--- src/common/pas_pkg.sv ---
package pas_pkg;

    // ------------------------------------------------------------------
    // Timing
    // ------------------------------------------------------------------
    localparam int CLK_HZ            = 25_000_000;
    localparam int SLEEP_UNIT_MS     = 100;
    localparam int SLEEP_TICK_CYCLES = CLK_HZ / 1000 * SLEEP_UNIT_MS;
    localparam int INTEG_SHIFT       = 16;

    // ------------------------------------------------------------------
    // Register word addresses
    // ------------------------------------------------------------------
    localparam logic [3:0] REG_CFG        = 4'h0;
    localparam logic [3:0] REG_RANGE      = 4'h1;
    localparam logic [3:0] REG_SLEEP_LVL  = 4'h2;
    localparam logic [3:0] REG_SLEEP_TIME = 4'h3;
    localparam logic [3:0] REG_OD_LVL     = 4'h4;
    localparam logic [3:0] REG_FB_OFF     = 4'h5;
    localparam logic [3:0] REG_FB_ON      = 4'h6;
    localparam logic [3:0] REG_IRQ_STS    = 4'h7;
    localparam logic [3:0] REG_IRQ_CLR    = 4'h8;
    localparam logic [3:0] REG_IRQ_EN     = 4'h9;
    localparam logic [3:0] REG_STATE      = 4'ha;
    localparam logic [3:0] REG_LOOP_OUT   = 4'hb;

    // ------------------------------------------------------------------
    // Codes and reset values
    // ------------------------------------------------------------------
    localparam logic [1:0]  FF_SRC_AI1    = 2'h1;
    localparam logic [1:0]  FF_SRC_AI2    = 2'h2;
    localparam logic [4:0]  CFG_RST       = 5'h00;
    localparam logic [15:0] LVL_RST       = 16'h0000;
    localparam logic [15:0] FREQ_MAX      = 16'hffff;
    localparam int          EV_OD         = 0;
    localparam int          EV_FBV        = 1;
    localparam int          EV_SLEEP      = 2;
    localparam int          NUM_EV        = 3;

    // Configuration word, bit 4 down to bit 0 of the configuration register.
    typedef struct packed {
        logic       tgt_src;
        logic       stop_free;
        logic       invert;
        logic [1:0] ff_sel;
    } pas_cfg_s;

    // Multi-function input terminals.
    typedef struct packed {
        logic run;
        logic bypass;
        logic iclr;
    } pas_term_s;

    typedef enum logic [1:0] {
        SLP_AWAKE  = 2'b00,
        SLP_TIMING = 2'b01,
        SLP_ASLEEP = 2'b11
    } pas_slp_e;

endpackage : pas_pkg

--- src/hdl/pas_sync.sv ---
module pas_sync (
    // Clock and reset
    input  wire logic               clk_sys,
    input  wire logic               rst,
    // Terminals
    input  wire pas_pkg::pas_term_s pin_raw,
    output pas_pkg::pas_term_s      pin_clean
);

    pas_pkg::pas_term_s s1_q;
    pas_pkg::pas_term_s s2_q;
    pas_pkg::pas_term_s s3_q;
    pas_pkg::pas_term_s clean_q;
    pas_pkg::pas_term_s clean_d;

    // ------------------------------------------------------------------
    // Filter
    // ------------------------------------------------------------------
    // A bit changes only once the second and third stages agree.
    always_comb begin
        clean_d = (s2_q ~^ s3_q) & s3_q | ~(s2_q ~^ s3_q) & clean_q;
    end

    always_ff @(posedge clk_sys or posedge rst) begin
        if (rst) begin
            s1_q    <= '0;
            s2_q    <= '0;
            s3_q    <= '0;
            clean_q <= '0;
        end else begin
            s1_q    <= pin_raw;
            s2_q    <= s1_q;
            s3_q    <= s2_q;
            clean_q <= clean_d;
        end
    end

    assign pin_clean = clean_q;

endmodule : pas_sync

--- src/hdl/pas_top.sv ---
// Register access over Avalon-MM and the register offsets are this design's own decisions.
module pas_top #(
    parameter int TICK_CYCLES = pas_pkg::SLEEP_TICK_CYCLES
) (
    // Clock and reset
    input  wire logic        clk_sys,
    input  wire logic        rst,
    // Avalon-MM slave
    input  wire logic [3:0]  avs_address,
    input  wire logic        avs_read,
    input  wire logic        avs_write,
    input  wire logic [31:0] avs_writedata,
    input  wire logic [3:0]  avs_byteenable,
    output logic      [31:0] avs_readdata,
    output logic             avs_waitrequest,
    // Process inputs
    input  wire logic [15:0] analog_input_one,
    input  wire logic [15:0] analog_input_two,
    input  wire logic [15:0] freq_cmd,
    // Terminals
    input  wire logic        run_pin,
    input  wire logic        bypass_pin,
    input  wire logic        integrator_clear_input,
    // Drive command
    output logic      [15:0] freq_out,
    output logic             drive_stop,
    output logic             drive_free_run,
    output logic             over_deviation_output,
    output logic             feedback_window_output,
    output logic             irq
);

    // ------------------------------------------------------------------
    // Helpers
    // ------------------------------------------------------------------
    function automatic logic [15:0] sat16(input logic signed [19:0] x);
        if (x < 20'sd0) begin
            return 16'h0000;
        end else if (x > $signed({4'h0, pas_pkg::FREQ_MAX})) begin
            return pas_pkg::FREQ_MAX;
        end else begin
            return x[15:0];
        end
    endfunction : sat16

    function automatic logic [15:0] be16(input logic [15:0] old,
                                         input logic [31:0] wd,
                                         input logic [3:0]  be);
        return {be[1] ? wd[15:8] : old[15:8], be[0] ? wd[7:0] : old[7:0]};
    endfunction : be16

    // ------------------------------------------------------------------
    // Terminal synchroniser
    // ------------------------------------------------------------------
    pas_pkg::pas_term_s term_raw;
    pas_pkg::pas_term_s term;

    assign term_raw = '{run: run_pin, bypass: bypass_pin,
                        iclr: integrator_clear_input};

    pas_sync u_sync (
        .clk_sys   (clk_sys),
        .rst       (rst),
        .pin_raw   (term_raw),
        .pin_clean (term)
    );

    // ------------------------------------------------------------------
    // Register file and bus slave
    // ------------------------------------------------------------------
    pas_pkg::pas_cfg_s        cfg_q, cfg_d;
    logic [15:0]              range_q, range_d, slvl_q, slvl_d;
    logic [15:0]              stime_q, stime_d, odlvl_q, odlvl_d;
    logic [15:0]              fboff_q, fboff_d, fbon_q, fbon_d;
    logic [pas_pkg::NUM_EV-1:0] sts_q, sts_d, en_q, en_d, ev;
    logic [31:0]              rdata_q, rdata_d;
    logic                     wait_q, wait_d, irq_q, irq_d;
    logic                     wr_go;
    logic [15:0]              loop_out;
    logic                     od_q, fbv_q, stop_q;

    assign wr_go = avs_write & ~wait_q;

    always_comb begin
        cfg_d   = cfg_q;
        range_d = range_q;
        slvl_d  = slvl_q;
        stime_d = stime_q;
        odlvl_d = odlvl_q;
        fboff_d = fboff_q;
        fbon_d  = fbon_q;
        en_d    = en_q;
        sts_d   = sts_q;
        wait_d  = ~(wait_q & (avs_read | avs_write));
        rdata_d = rdata_q;
        if (wr_go) begin
            if (avs_address == pas_pkg::REG_CFG) begin
                if (avs_byteenable[0]) begin
                    cfg_d = avs_writedata[4:0];
                end
            end else if (avs_address == pas_pkg::REG_RANGE) begin
                range_d = be16(range_q, avs_writedata, avs_byteenable);
            end else if (avs_address == pas_pkg::REG_SLEEP_LVL) begin
                slvl_d = be16(slvl_q, avs_writedata, avs_byteenable);
            end else if (avs_address == pas_pkg::REG_SLEEP_TIME) begin
                stime_d = be16(stime_q, avs_writedata, avs_byteenable);
            end else if (avs_address == pas_pkg::REG_OD_LVL) begin
                odlvl_d = be16(odlvl_q, avs_writedata, avs_byteenable);
            end else if (avs_address == pas_pkg::REG_FB_OFF) begin
                fboff_d = be16(fboff_q, avs_writedata, avs_byteenable);
            end else if (avs_address == pas_pkg::REG_FB_ON) begin
                fbon_d = be16(fbon_q, avs_writedata, avs_byteenable);
            end else if (avs_address == pas_pkg::REG_IRQ_CLR) begin
                if (avs_byteenable[0]) begin
                    sts_d = sts_q & ~avs_writedata[pas_pkg::NUM_EV-1:0];
                end
            end else if (avs_address == pas_pkg::REG_IRQ_EN) begin
                if (avs_byteenable[0]) begin
                    en_d = avs_writedata[pas_pkg::NUM_EV-1:0];
                end
            end
        end
        // A new event wins over a clear in the same cycle.
        sts_d = sts_d | ev;
        irq_d = |(sts_q & en_q);
        if (avs_read & wait_q) begin
            if (avs_address == pas_pkg::REG_CFG) begin
                rdata_d = {27'h0, cfg_q};
            end else if (avs_address == pas_pkg::REG_RANGE) begin
                rdata_d = {16'h0, range_q};
            end else if (avs_address == pas_pkg::REG_SLEEP_LVL) begin
                rdata_d = {16'h0, slvl_q};
            end else if (avs_address == pas_pkg::REG_SLEEP_TIME) begin
                rdata_d = {16'h0, stime_q};
            end else if (avs_address == pas_pkg::REG_OD_LVL) begin
                rdata_d = {16'h0, odlvl_q};
            end else if (avs_address == pas_pkg::REG_FB_OFF) begin
                rdata_d = {16'h0, fboff_q};
            end else if (avs_address == pas_pkg::REG_FB_ON) begin
                rdata_d = {16'h0, fbon_q};
            end else if (avs_address == pas_pkg::REG_IRQ_STS) begin
                rdata_d = {29'h0, sts_q};
            end else if (avs_address == pas_pkg::REG_IRQ_EN) begin
                rdata_d = {29'h0, en_q};
            end else if (avs_address == pas_pkg::REG_STATE) begin
                rdata_d = {26'h0, term.iclr, term.bypass, term.run,
                           stop_q, fbv_q, od_q};
            end else if (avs_address == pas_pkg::REG_LOOP_OUT) begin
                rdata_d = {16'h0, loop_out};
            end else begin
                rdata_d = 32'h0000_0000;
            end
        end
    end

    always_ff @(posedge clk_sys or posedge rst) begin
        if (rst) begin
            cfg_q   <= pas_pkg::CFG_RST;
            range_q <= pas_pkg::LVL_RST;
            slvl_q  <= pas_pkg::LVL_RST;
            stime_q <= pas_pkg::LVL_RST;
            odlvl_q <= pas_pkg::LVL_RST;
            fboff_q <= pas_pkg::LVL_RST;
            fbon_q  <= pas_pkg::LVL_RST;
            sts_q   <= '0;
            en_q    <= '0;
            rdata_q <= 32'h0000_0000;
            wait_q  <= 1'b1;
            irq_q   <= 1'b0;
        end else begin
            cfg_q   <= cfg_d;
            range_q <= range_d;
            slvl_q  <= slvl_d;
            stime_q <= stime_d;
            odlvl_q <= odlvl_d;
            fboff_q <= fboff_d;
            fbon_q  <= fbon_d;
            sts_q   <= sts_d;
            en_q    <= en_d;
            rdata_q <= rdata_d;
            wait_q  <= wait_d;
            irq_q   <= irq_d;
        end
    end

    // ------------------------------------------------------------------
    // Loop arithmetic
    // ------------------------------------------------------------------
    // Each analog input is sampled once, every use reads that sample.
    logic [15:0]        ai1_q, ai2_q, target, fb, ff_val;
    logic signed [17:0] dev_raw, dev;
    logic [16:0]        dev_mag;
    logic signed [31:0] integ_q, integ_d, integ_sum;
    logic signed [19:0] loop_pre, lim_lo, lim_hi, loop_lim;
    logic [15:0]        freq_q, freq_d;

    always_comb begin
        target  = cfg_q.tgt_src ? ai2_q : ai1_q;
        fb      = cfg_q.tgt_src ? ai1_q : ai2_q;
        if (cfg_q.ff_sel == pas_pkg::FF_SRC_AI1) begin
            ff_val = ai1_q;
        end else if (cfg_q.ff_sel == pas_pkg::FF_SRC_AI2) begin
            ff_val = ai2_q;
        end else begin
            ff_val = 16'h0000;
        end
        dev_raw = $signed({2'b00, target}) - $signed({2'b00, fb});
        dev     = cfg_q.invert ? -dev_raw : dev_raw;
        dev_mag = dev[17] ? 17'(-dev) : dev[16:0];
        loop_pre = $signed({4'h0, target}) + $signed({4'h0, ff_val})
                 + 20'(dev) + 20'($signed(integ_q[31:pas_pkg::INTEG_SHIFT]));
        lim_lo  = $signed({4'h0, target}) - $signed({4'h0, range_q});
        lim_hi  = $signed({4'h0, target}) + $signed({4'h0, range_q});
        loop_lim = loop_pre;
        if (range_q != 16'h0000) begin
            if (loop_pre > lim_hi) begin
                loop_lim = lim_hi;
            end else if (loop_pre < lim_lo) begin
                loop_lim = lim_lo;
            end
        end
        loop_out  = sat16(loop_lim);
        integ_sum = integ_q + 32'(dev);
        integ_d   = integ_q;
        if (term.iclr || !term.run) begin
            integ_d = 32'sd0;
        end else if (!term.bypass && (integ_sum[31] == integ_q[31]
                     || dev[17] != integ_q[31])) begin
            integ_d = integ_sum;
        end
        if (!term.run) begin
            freq_d = 16'h0000;
        end else if (term.bypass) begin
            freq_d = freq_cmd;
        end else begin
            freq_d = loop_out;
        end
    end

    always_ff @(posedge clk_sys or posedge rst) begin
        if (rst) begin
            ai1_q   <= 16'h0000;
            ai2_q   <= 16'h0000;
            integ_q <= 32'sd0;
            freq_q  <= 16'h0000;
        end else begin
            ai1_q   <= analog_input_one;
            ai2_q   <= analog_input_two;
            integ_q <= integ_d;
            freq_q  <= freq_d;
        end
    end

    // ------------------------------------------------------------------
    // Sleep timer and status outputs
    // ------------------------------------------------------------------
    pas_pkg::pas_slp_e slp_q, slp_d;
    logic [21:0]       tick_q, tick_d;
    logic [15:0]       scnt_q, scnt_d;
    logic              od_d, fbv_d, stop_d, free_q, free_d;
    logic [15:0]       off_eff;
    logic              low;

    always_comb begin
        slp_d  = slp_q;
        tick_d = tick_q;
        scnt_d = scnt_q;
        // Sleep is judged on the loop output even under bypass.
        low    = loop_out <= slvl_q;
        case (slp_q)
            pas_pkg::SLP_AWAKE: begin
                tick_d = 22'h0;
                scnt_d = 16'h0;
                if (term.run && low) begin
                    slp_d = pas_pkg::SLP_TIMING;
                end
            end
            pas_pkg::SLP_TIMING: begin
                if (!term.run || !low) begin
                    slp_d = pas_pkg::SLP_AWAKE;
                end else if (scnt_q >= stime_q) begin
                    slp_d = pas_pkg::SLP_ASLEEP;
                end else if (tick_q == 22'(TICK_CYCLES - 1)) begin
                    tick_d = 22'h0;
                    scnt_d = scnt_q + 16'h1;
                end else begin
                    tick_d = tick_q + 22'h1;
                end
            end
            pas_pkg::SLP_ASLEEP: begin
                if (!term.run) begin
                    slp_d = pas_pkg::SLP_AWAKE;
                end
            end
            default: begin
                slp_d = pas_pkg::SLP_AWAKE;
            end
        endcase
        stop_d = slp_d == pas_pkg::SLP_ASLEEP;
        free_d = stop_d & cfg_q.stop_free;
        od_d   = dev_mag > {1'b0, odlvl_q};
        off_eff = (fboff_q < fbon_q) ? fbon_q : fboff_q;
        fbv_d  = fbv_q;
        if (!term.run || fbon_q == 16'h0 || fboff_q == 16'h0) begin
            fbv_d = 1'b0;
        end else if (fb < fbon_q) begin
            fbv_d = 1'b1;
        end else if (fb > off_eff) begin
            fbv_d = 1'b0;
        end
        ev = '0;
        ev[pas_pkg::EV_OD]    = od_d & ~od_q;
        ev[pas_pkg::EV_FBV]   = fbv_d & ~fbv_q;
        ev[pas_pkg::EV_SLEEP] = stop_d & ~stop_q;
    end

    always_ff @(posedge clk_sys or posedge rst) begin
        if (rst) begin
            slp_q  <= pas_pkg::SLP_AWAKE;
            tick_q <= 22'h0;
            scnt_q <= 16'h0;
            stop_q <= 1'b0;
            free_q <= 1'b0;
            od_q   <= 1'b0;
            fbv_q  <= 1'b0;
        end else begin
            slp_q  <= slp_d;
            tick_q <= tick_d;
            scnt_q <= scnt_d;
            stop_q <= stop_d;
            free_q <= free_d;
            od_q   <= od_d;
            fbv_q  <= fbv_d;
        end
    end

    assign avs_readdata           = rdata_q;
    assign avs_waitrequest        = wait_q;
    assign freq_out               = freq_q;
    assign drive_stop             = stop_q;
    assign drive_free_run         = free_q;
    assign over_deviation_output  = od_q;
    assign feedback_window_output = fbv_q;
    assign irq                    = irq_q;

    // ------------------------------------------------------------------
    // Assertions
    // ------------------------------------------------------------------
    a_ff_inactive: assert property (@(posedge clk_sys) disable iff (rst)
        cfg_q.ff_sel != pas_pkg::FF_SRC_AI1
        && cfg_q.ff_sel != pas_pkg::FF_SRC_AI2 |-> ff_val == 16'h0000)
        else $error("feed-forward active for an unused source code");
    a_ff_shared: assert property (@(posedge clk_sys) disable iff (rst)
        cfg_q.ff_sel == pas_pkg::FF_SRC_AI1 && !cfg_q.tgt_src
        |-> ff_val == target)
        else $error("shared input gave two different values");
    a_dev_invert: assert property (@(posedge clk_sys) disable iff (rst)
        cfg_q.invert |-> dev == $signed({2'b00, fb}) - $signed({2'b00, target}))
        else $error("deviation sign not inverted");
    a_clamp_high: assert property (@(posedge clk_sys) disable iff (rst)
        range_q != 16'h0 && term.run && !term.bypass
        |=> $signed({4'h0, freq_out}) <= $past(lim_hi))
        else $error("loop output above target plus range");
    a_clamp_off: assert property (@(posedge clk_sys) disable iff (rst)
        range_q == 16'h0 |-> loop_lim == loop_pre)
        else $error("clamp applied with zero range");
    a_bypass_cmd: assert property (@(posedge clk_sys) disable iff (rst)
        term.run && term.bypass |=> freq_out == $past(freq_cmd))
        else $error("bypass did not pass the frequency command");
    a_integ_clear: assert property (@(posedge clk_sys) disable iff (rst)
        term.iclr |=> integ_q == 32'sd0)
        else $error("integral term not cleared");
    a_sleep_stop: assert property (@(posedge clk_sys) disable iff (rst)
        slp_q == pas_pkg::SLP_TIMING && term.run && low && scnt_q >= stime_q
        |=> drive_stop && drive_free_run == $past(cfg_q.stop_free))
        else $error("sleep time elapsed without stop");
    a_sleep_bypass: assert property (@(posedge clk_sys) disable iff (rst)
        slp_q == pas_pkg::SLP_AWAKE && term.run && term.bypass && low
        |=> slp_q == pas_pkg::SLP_TIMING)
        else $error("sleep timing not started under bypass");
    a_od_level: assert property (@(posedge clk_sys) disable iff (rst)
        ##1 over_deviation_output == ($past(dev_mag) > {1'b0, $past(odlvl_q)}))
        else $error("over-deviation output wrong");
    a_fbv_below: assert property (@(posedge clk_sys) disable iff (rst)
        term.run && fbon_q != 16'h0 && fboff_q != 16'h0 && fb < fbon_q
        |=> feedback_window_output)
        else $error("window output off below on level");
    a_fbv_swap: assert property (@(posedge clk_sys) disable iff (rst)
        term.run && fbon_q != 16'h0 && fboff_q != 16'h0 && fboff_q < fbon_q
        && fb > fbon_q |=> !feedback_window_output)
        else $error("off level not replaced by on level");
    a_fbv_idle: assert property (@(posedge clk_sys) disable iff (rst)
        !term.run || fbon_q == 16'h0 || fboff_q == 16'h0
        |=> !feedback_window_output)
        else $error("window output on while inactive");
    a_fbv_hold: assert property (@(posedge clk_sys) disable iff (rst)
        term.run && fbon_q != 16'h0 && fboff_q != 16'h0 && fb >= fbon_q
        && fb <= off_eff |=> $stable(feedback_window_output))
        else $error("window output moved between levels");

endmodule : pas_top

--- config.mk ---
export PLATFORM = sky130hd
export DESIGN_NAME = pas_top
export DESIGN_NICKNAME = d
export VERILOG_FILES = /design/src/common/pas_pkg.sv /design/src/hdl/pas_sync.sv /design/src/hdl/pas_top.sv
export SDC_FILE = /design/constraint.sdc
export NUM_CORES = 1
export LEC_CHECK = 0
export ABC_AREA = 1
export BUFFER_PORTS_ARGS = -buffer_cell sky130_fd_sc_hd__clkbuf_2
export CORE_MARGIN = 3
export CORE_UTILIZATION = 48
export CTS_BUF_LIST = sky130_fd_sc_hd__clkbuf_16
export CTS_CLUSTER_SIZE = 30
export DETAILED_ROUTE_END_ITERATION = 10
export GPL_TIMING_DRIVEN = 0
export HOLD_SLACK_MARGIN = 0.02
export PLACE_DENSITY = 0.66
export RECOVER_POWER = 100
export SETUP_SLACK_MARGIN = 0.2
export SLEW_MARGIN = 10
export SYNTH_ARGS = -nofsm -noshare
export SYNTH_HDL_FRONTEND = slang
export SYNTH_SLANG_ARGS = --single-unit
--- constraint.sdc ---
create_clock -name clk_sys -period 20.7 [get_ports clk_sys]
set_clock_uncertainty 0.2 [all_clocks]
set_input_delay 4.14 -clock clk_sys [delete_from_list [all_inputs] [get_ports clk_sys]]
set_output_delay 4.14 -clock clk_sys [all_outputs]
set_load 0.05 [all_outputs]
======== Yosys cells after proc, flatten, opt, wreduce, memory -nomap -nowiden ========
Cells that the tools add are included.
word-level totals
  register bits after elaboration ......... 277
  word-level logic and storage cells ...... 204
  output and inout port bits .............. 54
  bits of input ports ..................... 95
operators by class
  equality and inequality tests ........... 22
  $lt $le $gt $ge ......................... 10
  reductions and logical operators ........ 34
  add/subtract/negate cells ............... 11
  bitwise gates (word level) .............. 30
  muxes and demuxes ....................... 53
operator list
  kind                   number
  $mux 16                23
  $mux 22                3
  $mux 32                2
  $mux 20                3
  $pmux 22 s2            1
  $add 16x16->17         2
  $sub 16x16->17         2
  $add 32x18->32         1
  $logic_not 16->1       2
  $lt 16x16->1           2
  $pmux 16 s2            1
  $mux 3                 10
  $add 22x1->22 const B  1
  $eq 22x22->1 const B   1
  $add 19x16->20         1
  $gt 20x17->1 const B   1
  $gt 20x18->1           1
  $lt 20x1->1 const B    1
  $lt 20x17->1           1
  $add 18x18->19         1
  $mux 18                1
  $neg 17->18            1
  $reduce_and 9->1       2
  $gt 17x16->1           1
  other kinds (40)       95

======== Logic depth before layout (Yosys ltp) ========
  depth after elaboration ................. 24
  depth in mapped cells ................... 67
  gate-level depth less buffers ........... 65

======== Cells and area by module ========
A second synthesis with hierarchy kept.
unflattened totals
  cells, all modules ...................... 3,142
  area total of the unflattened synthesis .. 22,449.0 sq um
by module, submodules not included
  module    instances  seq. area each (sq um)  cells an instance  area each (sq um)
  pas_top   1          6,232.2                 3,117              22,096.2
  pas_sync  1          300.3                   25                 352.8

======== Worst setup path before layout ========
No wires, ideal clock.
  path kind ............................... reg-to-reg
  start ................................... register cfg_q[4] (netlist bit)
  end ..................................... register scnt_q[15]
  path buffers ............................ 3
  period minus slack after synthesis ...... 8,859 ps
  required time ........................... 20,383 ps
  library setup time ...................... 117 ps
  stages on the path, launching flop included .. 64
  path slack .............................. 11,841 ps
  arrival ................................. 8,543 ps
  path through ............................ dfrtp_1 -> clkbuf_1 -> clkbuf_1 -> o21ai_0 -> inv_1 -> ha_1 -> inv_1 -> fa_1 -> nand3b_1 -> and2_1 -> nor2_1 -> nor2_1 -> o21bai_1 -> a21oi_1 -> o21bai_1 -> a21oi_1 -> o21bai_1 -> a21oi_1 -> [28 not listed] -> ha_1 -> nand2_1 -> inv_1 -> a221oi_1 -> o221ai_1 -> nand2_1 -> o2111ai_1 -> o41ai_1 -> nand2_1 -> nand2_1 -> nand2_1 -> inv_1 -> nand2_1 -> or2_2 -> nor2_1 -> nand3_1 -> nor2_1 -> nor2_1
on the way
  cells in the longest elaborated chain, start to end .. 18
  elaborated cells between the ends (all ways) .. 24
  classes of those cells .................. 7 x add/sub; 5 x order compare; 1 x eq/ne; 8 x mux; 3 x reduce/logical
ends and longest elaborated chain
  element                              RTL line                        RTL
  from (decl)                          pas_top.sv:71                   pas_pkg::pas_cfg_s cfg_q, cfg_d;
  from (signal assigned)               pas_top.sv:158                  cfg_q <= pas_pkg::CFG_RST;
  from (signal assigned)               pas_top.sv:171                  cfg_q <= cfg_d;
  $mux 16, on equally long branches    pas_top.sv:198, pas_top.sv:199
  $sub 16x16->17                       pas_top.sv:207                  dev_raw = $signed({2'b00, target}) - $signed({2'b00, fb});
  $neg 17->18                          pas_top.sv:208                  dev = cfg_q.invert ? -dev_raw : dev_raw;
  $mux 18                              pas_top.sv:208
  $add 18x18->19                       pas_top.sv:211                  + 20'(dev) + 20'($signed(integ_q[31:pas_pkg::INTEG_SHIFT]));
  $add 19x16->20                       pas_top.sv:211
  $lt 20x17->1                         pas_top.sv:218                  end else if (loop_pre < lim_lo) begin
  $mux 20                              pas_top.sv:218
  [2 not listed]                       -
  $gt 20x17->1                         pas_top.sv:39                   end else if (x > $signed({4'h0, pas_pkg::FREQ_MAX})) begin
  $mux 16                              pas_top.sv:39
  $mux 16 *                            pas_top.sv:37                   if (x < 20'sd0) begin
  $le 16x16->1 *                       pas_top.sv:269                  low = loop_out <= slvl_q;
  $logic_not 1->1 *                    pas_top.sv:279                  if (!term.run || !low) begin
  $logic_or 1x1->1 *                   pas_top.sv:279
  $ne 2x2->1 (no source line) *        -
  $reduce_and 4->1 (no source line) *  -
  to (signal assigned)                 pas_top.sv:329                  scnt_q <= scnt_d;
  to (decl)                            pas_top.sv:259                  logic [15:0] scnt_q, scnt_d;
Mark *: on every way between the ends. The rest lies on a longest branch, timed or not.
A chain may end at the register's enable or synchronous reset.

======== Worst setup path in the final report ========
  start ................................... register cfg_q[4] (netlist bit)
  end ..................................... register scnt_q[12]
The elaborated chain is that of the path after synthesis.

==> run_results.csv <==
group,metric,value,unit
synthesis,yosys_warnings,0,
floorplanning,initial_core_util,48.7,%
finish,final_nets,3597,
floorplanning,rows,78,
clock_tree,clk_pin_slew,0.06,ns
synthesis,ys_types,65,
finish,layout-drive-gt1-share,6.63,%
sta,worst_pin_slew,6.38,ns
sta,slew_headroom,-325,%
sta,period_minus_slack,12.62,ns
route,drtIter0Drc,1994,
clock_tree,clkLatencyLatePin,0.55,ns
synthesis,synth-seq-cells,261,
synthesis,post-synth-top-count-cell,"nand2_1",
route,vias,21500,
clock_tree,cts_tree,"done",
global_route,overflow,0,
critical_path,critPathSlowestCell,"o21ai_0",
placement,port_buffers,114,
sta,rsz0062_at_grt,"false",
global_route,gr-usage-met2,49.1,%
critical_path,cp-end-kind,"flop",
global_route,grt_pass1_vias,20300,
critical_path,path_common_cell,"nand2_1",
clock_tree,clock_path_buffers,3,
route,first_pass_iters,6,
critical_path,critPathMaxStageDelay,0.88,ns
synthesis,seq_area_frac_synth,29.5,%
run_status,status,"complete, but fails checks",
global_route,gr-usage-all-layers,30.3,%
clock_tree,htreeDepth,2,
global_route,use_met3,4.22,%
global_route,grt_max_degree,118,
synthesis,synth_area,22100,um^2
route,viasPerCell,5.58,
route,postRouteAntennaNets,0,
synthesis,syn_area_per_cell,7.23,um^2
critical_path,crit_required,20.93,ns
global_route,grt.busiest_layer,"met2",
clock_tree,cts_resized,0,
floorplanning,ioPinCount,149,
sta,final-hold-violation-count,0,
critical_path,critPathMaxFanout,10,
critical_path,critPathArrivalTime,12.85,ns
floorplanning,core,45500,um^2
placement,place_hpwl,59700,um
clock_tree,post_cts_buffers,0,
critical_path,critical_path_class,"reg2reg",
sta,timing.final.crit_share,61.0,%
sta,setup_viol,0,
placement,gp_congestion,0.993,
synthesis,yosys.area.top_type_share,29.4,%
global_route,use_met1,41.2,%
route,wl_per_cell,19.2,um
global_route,grt_pass1_wl,114000,um
worst_hold_path,hold_class,"reg2reg",
sta,fmax,79.2,MHz
synthesis,synth_area_leaders,"dfrtp_1, ha_1, nand2_1",
floorplanning,fp.dieW,221,um
global_route,antenna_found_initial,0,
synthesis,synth_flop_cell,"dfrtp_1",
route,wirelength,74200,um
synthesis,synth-edff-count,0,
floorplanning,die_h,221,um
finish,synthToLayoutAreaGrowth,10.6,%
clock_tree,hold_buffers,0,
synthesis,async_flop_share,100,%
clock_tree,cts_buffers,34,
flow_run,drv_cap,2,
synthesis,yosys.area.top_type,"dfrtp_1",
sta,slew_violations,233,
run_status,violations,"max-capacitance violations, max-slew violations",
synthesis,yosys-top-cells-count,"nand2_1, inv_1, o21ai_0, dfrtp_1, ha_1",
route,drc,0,
synthesis,synthCells,3064,
critical_path,start_kind,"flop",
clock_tree,clock_sinks,261,
floorplanning,dieArea,48700,um^2
sta,fin_tns_setup,0,ns
clock_tree,clk_root_buffer_cell,"clkbuf_16",
## per-stage QoR
step	std cells	hold slack (ns)	instance area [um^2]	setup WS [ns]	util, %
after CTS	3860	0.150	24700	9.12	54.3
after floorplan	3079	0.131	22200	9.18	-
final	3861	0.147	24500	8.08	53.8
after global placement	3793	0.133	23500	6.20	51.7
after detailed placement	3800	0.137	23600	9.13	52.0
after global routing	3860	0.154	24500	7.10	53.8
## layer usage
metal	part of all wire, %	vias up	wire [um]
li1	-	10400	-
met5	0	-	0
met4	4.3	0	3200
met2	45	764	33700
met3	6.5	148	4830
met1	44	10200	32400
## cells in the final DEF, fill, tap and decap left out, drive strengths merged, types with 11 or more instances in the layout
cell type	Yosys	final
nand2	722	722
inv	486	494
o21ai	312	312
dfrtp	260	260
ha	243	243
a21oi	226	226
clkbuf	52	206
nor2	182	182
nand3	136	136
xor2	89	89
nand4	56	56
nor3	44	44
buf	27	29
xnor2	27	27
o211ai	23	23
fa	23	23
clkinv	6	20
or2	18	18
nor4	16	16
conb	1	16
o21bai	14	14
o21a	12	12
o22ai	12	12
a21boi	12	12
nand3b	11	11
## registers in the layout, indices dropped and copies added (netlist names), 2 cells and up, named ones only
register	cells
cfg_q	5
fboff_q	16
range_q	16
en_q	3
tick_q	22
sts_q	3
slvl_q	16
ai2_q	16
u_sync.s3_q	3
freq_out	16
scnt_q	16
ai1_q	16
avs_readdata	16
fbon_q	16
stime_q	16
slp_q	2
odlvl_q	16
u_sync.s2_q	3
integ_q	32
u_sync.s1_q	3
## critical path: cells and delay by family (launching register included)
family          cells  cell delay (ns)
simple gates       30             4.10
compound gates      8             2.92
fa+ha+maj           5             2.03
buf+inv             9             1.43
xor+xnor            3             1.42
flops               1             0.37
## cell type report
type	count	area (um^2)
Antenna cell	1	2.50
Buffer	79	393
Fill cell	4541	21000
Sequential cell	261	6530
Timing Repair Buffer	121	564
Clock inverter	25	173
Tap cell	600	751
Clock buffer	35	876
Multi-Input combinational cell	2247	13300
Inverter	492	1850
## kinds of logic (layout without fill, tap and decap cells)
family | Yosys count | in the layout | share of synthesized area (%)
simple gates | 1194 | 1194 | 23.0
compound gates | 652 | 652 | 16.5
buf+inv | 571 | 752 | 10.2
fa+ha+maj | 269 | 269 | 15.9
flops | 261 | 261 | 29.5
xor+xnor | 116 | 116 | 4.83
other cells | 1 | 17 | 0.0169
## path summary, 6_finish.rpt
check                                from                    endpoint  slack, ns  cells past startpoint
min in group asynchronous             rst                   ai1_q[10]       3.67                      2
max in group asynchronous             rst  asynchronous set/reset pin       9.98                      3
hold / removal             u_sync.s1_q[1]              u_sync.s2_q[1]       0.15                      0
setup / recovery                 cfg_q[4]                  scnt_q[12]       8.08                     55
hold reg to reg            u_sync.s1_q[1]              u_sync.s2_q[1]       0.15                      0
setup reg to reg                 cfg_q[4]                  scnt_q[12]       8.08                     55
Power is left out: the tool's default activity adds up to more than one toggle a clock period on the data nets, which glitch-free logic cannot reach.
